### config.mk
export PLATFORM = sky130hd
export DESIGN_NAME = multi_mode_delay_timer
export DESIGN_NICKNAME = d
export VERILOG_FILES = /design/src/timer_pkg.sv /design/src/input_cond.sv /design/src/multi_mode_delay_timer.sv
export SDC_FILE = /design/constraint.sdc
export NUM_CORES = 1
export LEC_CHECK = 0
export CAP_MARGIN = 20
export CORE_MARGIN = 3
export CORE_UTILIZATION = 45
export CTS_BUF_LIST = sky130_fd_sc_hd__clkbuf_8 sky130_fd_sc_hd__clkbuf_16
export DETAILED_ROUTE_END_ITERATION = 16
export DONT_BUFFER_PORTS = 1
export PLACE_DENSITY = 0.65
export SLEW_MARGIN = 20
export SYNTH_ARGS = -nofsm -noshare
export SYNTH_HDL_FRONTEND = slang
export SYNTH_SLANG_ARGS = --single-unit
### constraint.sdc
create_clock -name mclk -period 4.6 [get_ports mclk]
set_clock_uncertainty 0.1 [all_clocks]
set_input_delay 0.46 -clock mclk [delete_from_list [all_inputs] [get_ports mclk]]
set_output_delay 0.46 -clock mclk [all_outputs]
set_load 0.1 [all_outputs]
### src/timer_pkg.sv
// Shared constants, register map and carrier types of the multi-mode delay timer
package timer_pkg;

  // ----------------------------------------------------------------
  // Register byte offsets
  // ----------------------------------------------------------------
  localparam logic [7:0] ADDR_CTRL = 8'h00;       // Function select
  localparam logic [7:0] ADDR_SET_TIME = 8'h04;   // Set time in ticks
  localparam logic [7:0] ADDR_PULSE_TIME = 8'h08; // One-shot time in ticks
  localparam logic [7:0] ADDR_PRESCALE = 8'h0C;   // Tick divisor minus one
  localparam logic [7:0] ADDR_STATUS = 8'h10;     // Output, state, pin levels
  localparam logic [7:0] ADDR_COUNT = 8'h14;      // Elapsed ticks

  // ----------------------------------------------------------------
  // Field layout
  // ----------------------------------------------------------------
  localparam int MODE_W = 4;          // Width of the function field
  localparam int STAT_OUT_BIT = 0;    // Relay output level
  localparam int STAT_STATE_LSB = 1;  // Three bits of sequencer state
  localparam int STAT_POWER_BIT = 4;  // Supply present
  localparam int STAT_START_BIT = 5;  // Start level
  localparam int STAT_RESET_BIT = 6;  // Reset level

  // ----------------------------------------------------------------
  // Timing function codes
  // ----------------------------------------------------------------
  localparam logic [3:0] MODE_CYCLE_ON = 4'h0;    // Power start, on first
  localparam logic [3:0] MODE_RETRIG = 4'h1;      // Retriggerable one-shot
  localparam logic [3:0] MODE_NONRETRIG = 4'h2;   // Plain one-shot
  localparam logic [3:0] MODE_CYCLE_OFF = 4'h3;   // Signal start, off first
  localparam logic [3:0] MODE_OS_CYCLE = 4'h4;    // Off, on, then off
  localparam logic [3:0] MODE_ONOFF1 = 4'h5;      // Signal on/off-delay 1
  localparam logic [3:0] MODE_ONOFF3 = 4'h6;      // Signal on/off-delay 3
  localparam logic [3:0] MODE_PWR_DELAY = 4'h7;   // Power-up one-shot on-delay
  localparam logic [3:0] MODE_ONOFF2 = 4'h8;      // Signal on/off-delay 2
  localparam logic [3:0] MODE_OFFD1 = 4'h9;       // Signal off-delay 1
  localparam logic [3:0] MODE_OFFD2 = 4'hA;       // Signal off-delay 2
  localparam logic [3:0] MODE_DLY_PULSE = 4'hB;   // Delayed one-shot output

  // ----------------------------------------------------------------
  // Reset values
  // ----------------------------------------------------------------
  localparam logic [3:0] CTRL_RST = MODE_RETRIG;          // Signal mode, idle
  localparam logic [31:0] SET_TIME_RST = 32'h0000_0064;   // 100 ticks
  localparam logic [31:0] PULSE_TIME_RST = 32'h0000_000A; // 10 ticks
  localparam logic [31:0] PRESCALE_RST = 32'h0000_00C7;   // 200 clocks a tick

  // ----------------------------------------------------------------
  // Carrier types
  // ----------------------------------------------------------------
  typedef struct packed {
    logic power; // Supply present
    logic rstIn; // Reset input asserted
    logic start; // Start input asserted
  } pinLevel_t;

  typedef struct packed {
    logic startRise; // Start asserted this cycle
    logic startFall; // Start removed this cycle
  } pinEdge_t;

  typedef enum logic [2:0] {
    ST_IDLE,
    ST_FIRST,
    ST_SECOND,
    ST_HOLD,
    ST_DONE
  } timerState_t;

endpackage

### src/input_cond.sv
// Pin synchronisers, start edge detection and the timebase prescaler
`timescale 1ns/10ps
module input_cond #(
  parameter int PRE_W = 16 // Width of the prescaler divisor
) (
  input wire logic mclk,
  input wire logic rst_n,
  input wire logic startIn,
  input wire logic resetIn,
  input wire logic powerIn,
  input wire logic [PRE_W-1:0] prescale,
  output timer_pkg::pinLevel_t level,
  output timer_pkg::pinEdge_t edges,
  output logic tick
);

  // ----------------------------------------------------------------
  // Synchronisers
  // ----------------------------------------------------------------
  logic [2:0] rawPins;   // Power, reset, start as they arrive
  logic [2:0] meta_reg;  // First stage, read only by the second
  logic [2:0] sync_reg;  // Second stage, safe to use
  logic prevStart_reg;   // Start one cycle back, for edges
  logic [PRE_W-1:0] preCnt_reg; // Clocks into the current tick
  logic [PRE_W-1:0] preCnt_next;
  logic tick_reg;
  logic tick_next;

  assign rawPins = {powerIn, resetIn, startIn};

  // Two flops per pin; metastability settles before anyone looks
  genvar g;
  generate
    for (g = 0; g < 3; g++) begin : g_sync
      always_ff @(posedge mclk or negedge rst_n) begin
        if (!rst_n) begin
          meta_reg[g] <= 1'b0;
          sync_reg[g] <= 1'b0;
        end else begin
          meta_reg[g] <= rawPins[g];
          sync_reg[g] <= meta_reg[g];
        end
      end
    end
  endgenerate

  // Delayed copy of start for edge detection
  always_ff @(posedge mclk or negedge rst_n) begin
    if (!rst_n) begin
      prevStart_reg <= 1'b0;
    end else begin
      prevStart_reg <= sync_reg[0];
    end
  end

  assign level = timer_pkg::pinLevel_t'(sync_reg);
  assign edges.startRise = sync_reg[0] & ~prevStart_reg;
  assign edges.startFall = ~sync_reg[0] & prevStart_reg;

  // ----------------------------------------------------------------
  // Prescaler
  // ----------------------------------------------------------------
  // Held at zero without supply so the timebase restarts in phase
  always_comb begin
    preCnt_next = preCnt_reg + 1'b1;
    tick_next = 1'b0;
    if (!sync_reg[2]) begin
      preCnt_next = '0;
    end else if (preCnt_reg >= prescale) begin
      preCnt_next = '0;
      tick_next = 1'b1;
    end
  end

  // Register prescaler state
  always_ff @(posedge mclk or negedge rst_n) begin
    if (!rst_n) begin
      preCnt_reg <= '0;
      tick_reg <= 1'b0;
    end else begin
      preCnt_reg <= preCnt_next;
      tick_reg <= tick_next;
    end
  end

  assign tick = tick_reg;

endmodule // input_cond

### src/multi_mode_delay_timer.sv
// Multi-mode delay timer: APB registers, sequencer and relay output
`timescale 1ns/10ps
// Function
// Power-start cycle, on first, equal halves
// Supply loss clears count, output, state
// Retriggerable one-shot restarts on each start
// Plain one-shot ignores starts while timing
// Finished sequences accept next start directly; one-shot cycle and delayed one-shot stay in ST_DONE instead
// Reset input aborts signal-start timing, output off
// Signal-start cycle, off first, until reset
// One-shot cycle: off, on, then off
// On/off-delay 1: on-pulse at rise and fall
// On/off-delay 3: delayed on, second start ends
// Power-up delay off, then on until start
// Each start forces off one preset time
// On/off-delay 2: delayed on, off-delay after removal
// Off-delay 1: on at start, time after removal
// Off-delay 2: on-pulse after start removal
// Delayed one-shot with separate pulse width time
// Static function select, ticks of prescaled timebase
// Inputs synchronised, edges found, reset beats start
// Driver holds maintained starts, pulses momentary ones
module multi_mode_delay_timer #(
  parameter int CNT_W = 16, // Width of time registers and counter
  parameter int PRE_W = 16  // Width of the prescaler divisor
) (
  input wire logic mclk,
  input wire logic rst_n,
  input wire logic psel,
  input wire logic penable,
  input wire logic pwrite,
  input wire logic [7:0] paddr,
  input wire logic [31:0] pwdata,
  output logic [31:0] prdata,
  output logic pready,
  output logic pslverr,
  input wire logic startIn,
  input wire logic resetIn,
  input wire logic powerIn,
  output logic relayOut
);

  // ----------------------------------------------------------------
  // Declarations
  // ----------------------------------------------------------------
  timer_pkg::pinLevel_t level;  // Synchronised pin levels
  timer_pkg::pinEdge_t edges;   // Start edges, one-cycle pulses
  logic tick;                   // One pulse per timebase period
  logic [3:0] mode_reg;         // Selected timing function
  logic [3:0] mode_next;
  logic [CNT_W-1:0] setTime_reg; // Set time in ticks
  logic [CNT_W-1:0] setTime_next;
  logic [CNT_W-1:0] pulseWidthTime_reg; // One-shot time in ticks
  logic [CNT_W-1:0] pulseWidthTime_next;
  logic [PRE_W-1:0] prescale_reg; // Timebase divisor minus one
  logic [PRE_W-1:0] prescale_next;
  logic [31:0] prdata_reg;
  logic [31:0] prdata_next;
  logic pready_reg;
  logic pready_next;
  logic pslverr_reg;
  logic pslverr_next;
  logic accessFirst;  // First cycle of an access phase
  logic wrDone;       // Write completes at this edge
  logic modeWrite;    // Function being changed
  logic [31:0] readMux;
  timer_pkg::timerState_t state_reg;
  timer_pkg::timerState_t state_next;
  logic out_reg;      // Relay output
  logic out_next;
  logic [CNT_W-1:0] count_reg; // Ticks elapsed in the current period
  logic [CNT_W-1:0] count_next;
  logic [CNT_W-1:0] limit;     // Length of the current period
  logic [CNT_W:0] countPlus;   // Count after the pending tick
  logic expire;                // Current period ends now
  logic abort;                 // Return to idle, output off
  logic restart;               // Begin a fresh period

  // True for every offset that holds a register
  function automatic logic regHit(input logic [7:0] a);
    regHit = (a == timer_pkg::ADDR_CTRL) || (a == timer_pkg::ADDR_SET_TIME) ||
             (a == timer_pkg::ADDR_PULSE_TIME) || (a == timer_pkg::ADDR_PRESCALE) ||
             (a == timer_pkg::ADDR_STATUS) || (a == timer_pkg::ADDR_COUNT);
  endfunction

  // ----------------------------------------------------------------
  // Pin conditioning and timebase
  // ----------------------------------------------------------------
  input_cond #(
    .PRE_W(PRE_W)
  ) u_input_cond (
    .mclk(mclk),
    .rst_n(rst_n),
    .startIn(startIn),
    .resetIn(resetIn),
    .powerIn(powerIn),
    .prescale(prescale_reg),
    .level(level),
    .edges(edges),
    .tick(tick)
  );

  // ----------------------------------------------------------------
  // APB slave
  // ----------------------------------------------------------------
  // One wait state: pready rises the cycle after the access starts,
  // which keeps every bus output straight off a flop
  assign accessFirst = psel & penable & ~pready_reg;
  assign wrDone = psel & penable & pready_reg & pwrite;
  assign modeWrite = wrDone && (paddr == timer_pkg::ADDR_CTRL);

  // Read data selection; unmapped offsets read zero
  always_comb begin
    readMux = 32'h0000_0000;
    unique case (paddr)
      timer_pkg::ADDR_CTRL: readMux[3:0] = mode_reg;
      timer_pkg::ADDR_SET_TIME: readMux[CNT_W-1:0] = setTime_reg;
      timer_pkg::ADDR_PULSE_TIME: readMux[CNT_W-1:0] = pulseWidthTime_reg;
      timer_pkg::ADDR_PRESCALE: readMux[PRE_W-1:0] = prescale_reg;
      timer_pkg::ADDR_STATUS: begin
        readMux[timer_pkg::STAT_OUT_BIT] = out_reg;
        readMux[timer_pkg::STAT_STATE_LSB +: 3] = state_reg;
        readMux[timer_pkg::STAT_POWER_BIT] = level.power;
        readMux[timer_pkg::STAT_START_BIT] = level.start;
        readMux[timer_pkg::STAT_RESET_BIT] = level.rstIn;
      end
      timer_pkg::ADDR_COUNT: readMux[CNT_W-1:0] = count_reg;
      default: readMux = 32'h0000_0000;
    endcase
  end

  // Next values of bus outputs and writable registers
  always_comb begin
    pready_next = accessFirst;
    prdata_next = prdata_reg;
    pslverr_next = 1'b0;
    mode_next = mode_reg;
    setTime_next = setTime_reg;
    pulseWidthTime_next = pulseWidthTime_reg;
    prescale_next = prescale_reg;
    if (accessFirst) begin
      prdata_next = (!pwrite && regHit(paddr)) ? readMux : 32'h0000_0000;
      pslverr_next = ~regHit(paddr);
    end
    // Writes land only at the completing edge; read-only offsets ignore them
    if (wrDone) begin
      unique case (paddr)
        timer_pkg::ADDR_CTRL: mode_next = pwdata[3:0];
        timer_pkg::ADDR_SET_TIME: setTime_next = pwdata[CNT_W-1:0];
        timer_pkg::ADDR_PULSE_TIME: pulseWidthTime_next = pwdata[CNT_W-1:0];
        timer_pkg::ADDR_PRESCALE: prescale_next = pwdata[PRE_W-1:0];
        default: ;
      endcase
    end
  end

  // Register bus state
  always_ff @(posedge mclk or negedge rst_n) begin
    if (!rst_n) begin
      pready_reg <= 1'b0;
      prdata_reg <= 32'h0000_0000;
      pslverr_reg <= 1'b0;
      mode_reg <= timer_pkg::CTRL_RST;
      setTime_reg <= timer_pkg::SET_TIME_RST[CNT_W-1:0];
      pulseWidthTime_reg <= timer_pkg::PULSE_TIME_RST[CNT_W-1:0];
      prescale_reg <= timer_pkg::PRESCALE_RST[PRE_W-1:0];
    end else begin
      pready_reg <= pready_next;
      prdata_reg <= prdata_next;
      pslverr_reg <= pslverr_next;
      mode_reg <= mode_next;
      setTime_reg <= setTime_next;
      pulseWidthTime_reg <= pulseWidthTime_next;
      prescale_reg <= prescale_next;
    end
  end

  // ----------------------------------------------------------------
  // Period measurement
  // ----------------------------------------------------------------
  // The delayed pulse uses its own width; all else runs on the set time
  assign limit = (state_reg == timer_pkg::ST_SECOND &&
                  mode_reg == timer_pkg::MODE_DLY_PULSE) ? pulseWidthTime_reg
                                                         : setTime_reg;
  assign countPlus = {1'b0, count_reg} + 1'b1;
  // A zero time behaves as one tick; the first tick may be short since
  // starts are not aligned to the timebase
  assign expire = tick && (countPlus >= {1'b0, limit});

  // Supply loss always aborts; the reset pin spares only the power cycle
  assign abort = ~level.power | modeWrite |
                 (level.rstIn & (mode_reg != timer_pkg::MODE_CYCLE_ON));

  // ----------------------------------------------------------------
  // Sequencer
  // ----------------------------------------------------------------
  // Next state, output and count for every timing function
  always_comb begin
    state_next = state_reg;
    out_next = out_reg;
    restart = 1'b0;
    count_next = count_reg;
    if (tick && (state_reg == timer_pkg::ST_FIRST || state_reg == timer_pkg::ST_SECOND)) begin
      count_next = countPlus[CNT_W-1:0];
    end
    if (abort) begin
      state_next = timer_pkg::ST_IDLE;
      out_next = 1'b0;
      restart = 1'b1;
    end else begin
      unique case (state_reg)
        // Waiting for power-up or a start; the output is off here
        timer_pkg::ST_IDLE: begin
          restart = 1'b1;
          if (mode_reg == timer_pkg::MODE_CYCLE_ON) begin
            state_next = timer_pkg::ST_FIRST;
            out_next = 1'b1;
          end else if (mode_reg == timer_pkg::MODE_PWR_DELAY) begin
            state_next = timer_pkg::ST_FIRST;
            out_next = 1'b0;
          end else if (edges.startRise) begin
            case (mode_reg)
              timer_pkg::MODE_RETRIG, timer_pkg::MODE_NONRETRIG,
              timer_pkg::MODE_ONOFF1: begin
                state_next = timer_pkg::ST_FIRST;
                out_next = 1'b1;
              end
              timer_pkg::MODE_CYCLE_OFF, timer_pkg::MODE_OS_CYCLE,
              timer_pkg::MODE_ONOFF3, timer_pkg::MODE_ONOFF2,
              timer_pkg::MODE_DLY_PULSE: begin
                state_next = timer_pkg::ST_FIRST;
                out_next = 1'b0;
              end
              timer_pkg::MODE_OFFD1: begin
                state_next = timer_pkg::ST_HOLD;
                out_next = 1'b1;
              end
              timer_pkg::MODE_OFFD2: begin
                state_next = timer_pkg::ST_HOLD;
                out_next = 1'b0;
              end
              // Unused codes keep the timer idle
              default: ;
            endcase
          end
        end
        // First timed period
        timer_pkg::ST_FIRST: begin
          case (mode_reg)
            timer_pkg::MODE_CYCLE_ON, timer_pkg::MODE_CYCLE_OFF: begin
              if (expire) begin
                out_next = ~out_reg;
                restart = 1'b1;
              end
            end
            timer_pkg::MODE_RETRIG: begin
              if (edges.startRise) begin
                restart = 1'b1;
              end else if (expire) begin
                state_next = timer_pkg::ST_IDLE;
                out_next = 1'b0;
              end
            end
            timer_pkg::MODE_OFFD1: begin
              if (edges.startRise) begin
                state_next = timer_pkg::ST_HOLD;
              end else if (expire) begin
                state_next = timer_pkg::ST_IDLE;
                out_next = 1'b0;
              end
            end
            timer_pkg::MODE_OS_CYCLE, timer_pkg::MODE_DLY_PULSE: begin
              if (expire) begin
                state_next = timer_pkg::ST_SECOND;
                out_next = 1'b1;
                restart = 1'b1;
              end
            end
            timer_pkg::MODE_ONOFF1: begin
              if (edges.startFall) begin
                state_next = timer_pkg::ST_SECOND;
                restart = 1'b1;
              end else if (expire) begin
                state_next = timer_pkg::ST_HOLD;
                out_next = 1'b0;
              end
            end
            timer_pkg::MODE_ONOFF2: begin
              if (edges.startFall) begin
                state_next = timer_pkg::ST_IDLE;
              end else if (expire) begin
                state_next = timer_pkg::ST_HOLD;
                out_next = 1'b1;
              end
            end
            timer_pkg::MODE_ONOFF3, timer_pkg::MODE_PWR_DELAY: begin
              if (expire) begin
                state_next = timer_pkg::ST_HOLD;
                out_next = 1'b1;
              end
            end
            // Plain one-shot and off-delay 2: starts change nothing
            default: begin
              if (expire) begin
                state_next = timer_pkg::ST_IDLE;
                out_next = 1'b0;
              end
            end
          endcase
        end
        // Second timed period, output on
        timer_pkg::ST_SECOND: begin
          if (expire) begin
            out_next = 1'b0;
            if (mode_reg == timer_pkg::MODE_OS_CYCLE ||
                mode_reg == timer_pkg::MODE_DLY_PULSE) begin
              state_next = timer_pkg::ST_DONE;
            end else begin
              state_next = timer_pkg::ST_IDLE;
            end
          end
        end
        // Untimed hold, waiting for a start edge
        timer_pkg::ST_HOLD: begin
          restart = 1'b1;
          case (mode_reg)
            timer_pkg::MODE_ONOFF1, timer_pkg::MODE_ONOFF2: begin
              if (edges.startFall) begin
                state_next = timer_pkg::ST_SECOND;
                out_next = 1'b1;
              end
            end
            timer_pkg::MODE_ONOFF3: begin
              if (edges.startRise) begin
                state_next = timer_pkg::ST_SECOND;
              end
            end
            timer_pkg::MODE_PWR_DELAY: begin
              if (edges.startRise) begin
                state_next = timer_pkg::ST_FIRST;
                out_next = 1'b0;
              end
            end
            timer_pkg::MODE_OFFD1, timer_pkg::MODE_OFFD2: begin
              if (edges.startFall) begin
                state_next = timer_pkg::ST_FIRST;
                out_next = 1'b1;
              end
            end
            default: ;
          endcase
        end
        // Sequence over; only a reset, a function write or supply loss leaves this
        timer_pkg::ST_DONE: begin
          restart = 1'b1;
        end
      endcase
    end
    if (restart) begin
      count_next = '0;
    end
  end

  // Register sequencer state
  always_ff @(posedge mclk or negedge rst_n) begin
    if (!rst_n) begin
      state_reg <= timer_pkg::ST_IDLE;
      out_reg <= 1'b0;
      count_reg <= '0;
    end else begin
      state_reg <= state_next;
      out_reg <= out_next;
      count_reg <= count_next;
    end
  end

  // ----------------------------------------------------------------
  // Outputs
  // ----------------------------------------------------------------
  assign relayOut = out_reg;
  assign prdata = prdata_reg;
  assign pready = pready_reg;
  assign pslverr = pslverr_reg;

endmodule // multi_mode_delay_timer

==> flow_summary.yaml <==
status:
  status: "finished clean"
timing:
  period_share: 0.8711
  holdWs_ps: 51.13
  fmax_ghz: 0.2496
  worst_pin_slew_ps: 1004
  slew_headroom: 0.3303
  setup_viol: 0
  setup-tns-final_ps: 0
  slew_viol_final: 0
  final-hold-violation-count: 0
  rsz0062_at_grt: "no"
  period_needed_ps: 4007
synthesis:
  postSynthAreaPerCell_sq_um: 9.559
  synthXorXnorAreaFrac: 0.05239
  ys_types: 65
  synthTopCellsByCount: "dfrtp_1 (103), nor2_1 (77), nand2_1 (74), o21ai_0 (49), mux2i_1 (37)"
  ys_seq_area_frac: 0.3988
  ys.warnings.count: 0
  synth_flop_cell: "dfrtp_1"
  syn_inst: 752
  synth_edf_count: 0
  synth-simple-area-share: 0.1638
  synthTopCellsByArea: "dfrtp_1 (36%), ha_1 (5.9%), mux2i_1 (5.2%), mux2_4 (4.2%), dfstp_2 (4.0%)"
  synthMostInstantiatedCell: "dfrtp_1"
  synth_top_family_by_area: "simple AND/OR/NAND/NOR gates"
  netlist_area_sq_um: 7188
  synth_top_area_share: 0.3586
  synth-adder-area-share: 0.05918
  synth_seq_cells: 114
  muxShareOfSynthArea: 0.1262
  yosysTopAreaCell: "dfrtp_1"
  async_flop_share: 1.000
  synth_compound_area_frac: 0.1368
hold_path:
  hp-start: "pwdata[6]"
  hold_class: "primary input to flop"
  min_path_cells: 2
clock_network:
  cts_max_path_buffers: 2
  clk_pin_slew_worst_paths_ps: 60
  ctsResizeCount: 0
  root_buffer: "clkbuf_16"
  insertion_delay_ps: 420
  cts_hold_buf: 5
  clkSinkCount: 114
  cts_made_buffers: 17
  cts_tree: "done"
  post-cts-setup-buffers: 0
  cts-htree-levels: 4
die:
  die_y_microns: 132.4
  pin_count: 83
  initial_core_util: 0.4659
  num_rows: 45
  fp.coreArea_sq_um: 15430
  dieArea_sq_um: 17530
  fp.dieW_microns: 132.4
drt:
  drt_wl_total_microns: 17700
  dr.first_iter.drc_count: 455
  maxUsedRoutingLayer: "met4"
  m1WireLength_microns: 7661
  met3RoutedLength_microns: 960
  num_vias: 5532
  post_drt_wl_per_cell_microns: 18.34
  drt-vias-per-instance: 5.733
  wl_met2_microns: 8826
  drc: 0
  ant_nets: 0
  dr.pass1.iters: 5
worst_setup_path:
  startpoint: "count_reg[0]$_DFFE_PN0P_"
  cp_data_required_time_ps: 4830
  worst_setup_path_start_kind: "flop"
  worst-setup-path-type: "flop to flop"
  timing.rr.start: "count_reg[0]$_DFFE_PN0P_"
  worstPathMaxFanout: 16
  crit_arrival_ps: 4230
  worst-r2r-cell-count: 15
  worstSetupEndpointType: "flop"
pwr:
  power.density_nw_per_um2: 358.2
  p_leak_nw: 3.725
  peakVddDrop_mv: 0.2273
finish:
  area_delta_synth_final_pct: 9.782
  layout.nets: 823
  fin_cells: 965
  stdcell_area_sq_um: 7891
  drive_gt1_frac: 0.1446
  diodes: 0
placed_design:
  post-place-cells: 928
  io_buffer_count: 0
  place.detailed.hpwl_microns: 12790
  routabilityCongestion: 0.8814
  dpl_cell_area_sq_um: 7204
global_routing:
  grt_pass1_wl_microns: 29060
  grt_pass1_vias: 5553
  grt_start_max_net_pins: 115
  grtUsageTotal: 0.2055
  overflow: 0
  antenna_found_initial: 0
run:
  cap_violations: 0
-- placed cells by master, fill, tap and decap left out, drive strengths merged, types with 5 or more instances in the layout --
cell and n:
a31oi 11, xnor2 22, clkbuf 19, nor3 11, buf 7, nand2 76, a21o 8, o22ai 13
clkinv 7, or2 5, ha 34, xor2 21, conb 16, o21ai 53, and3 5, a21oi 32
nor2 78, inv 27, a22oi 12, dfrtp 103, nand3 18, nand2b 6, nand4 14, mux2i 37
nor2b 11, mux2 41, dfstp 11
-- cells by family (layout without fill, tap and decap cells) --
family | count (synthesis) | after routing
other | 1 | 16
AND/OR/NAND/NOR | 242 | 242
adder cells (fa/ha/maj) | 34 | 34
XOR/XNOR | 43 | 43
AO/OA/AOI/OAI | 159 | 159
buffers and inverters | 81 | 68
flip-flops | 114 | 114
multiplexers | 78 | 78
-- where the power goes --
part | switching [mW] | internal (mW) | total [mW] | leakage (nW)
registers | 0.0806 | 1.02 | 1.10 | 1.47
logic | 0.231 | 0.110 | 0.341 | 1.93
clock network | 0.458 | 0.924 | 1.38 | 0.319
-- per-stage QoR --
| step | setup slack [ps] | total power, mW | util |
|---|---|---|---|
| 2_1_floorplan | 1263 | 1.393 | - |
| 3_3_place_gp | 696.3 | 1.421 | 0.4670 |
| 3_5_place_dp | 639.9 | 1.433 | 0.4670 |
| 4_1_cts | 579.4 | 2.836 | 0.5115 |
| 5_1_grt | 143.6 | 2.922 | 0.5115 |
| 6_report | 593.1 | 2.827 | 0.5115 |
-- area by class of cell --
cell class / count / area, sq um
fill: 1390 / 7536
multi-input combinational: 572 / 3935
sequential: 114 / 2867
clock buffer: 19 / 452.9
tap: 211 / 264.0
clock inverter: 13 / 166.4
timing repair buffer: 11 / 112.6
inverter: 25 / 93.84
-- final timing paths --
path	endpoint	slack [ps]
setup / recovery	count_reg[1]$_DFFE_PN0P_	590
max in group asynchronous	prescale_reg[3]$_DFFE_PN0P_	3370
setup reg to reg	count_reg[1]$_DFFE_PN0P_	590
min in group asynchronous	state_reg[0]$_DFFE_PN0P_	520
hold reg to reg	u_input_cond.level[1]$_DFF_PN0_	250
hold / removal	prescale_reg[6]$_DFFE_PN1P_	50
-- worst max-delay path, stage by stage (launching register included) --
cell and delay (ps):
dfrtp_1 460, ha_1 240, nand3_1 160, nor2_1 290, nand2_1 200, nor2_1 320, nand3_1 140, xnor2_1 150
ha_1 320, a21o_1 190, a21oi_1 140, o21a_1 180, a21oi_1 140, o31ai_1 300, nand3_2 350, a21oi_1 220
-- per-layer routing --
metal  GRT usage  vias up
met5           0        -
met4     0.06986        0
met3     0.04351       19
met2      0.3469      180
met1      0.2629     2741
li1            -     2592
Power figures use the tool's default switching activity.
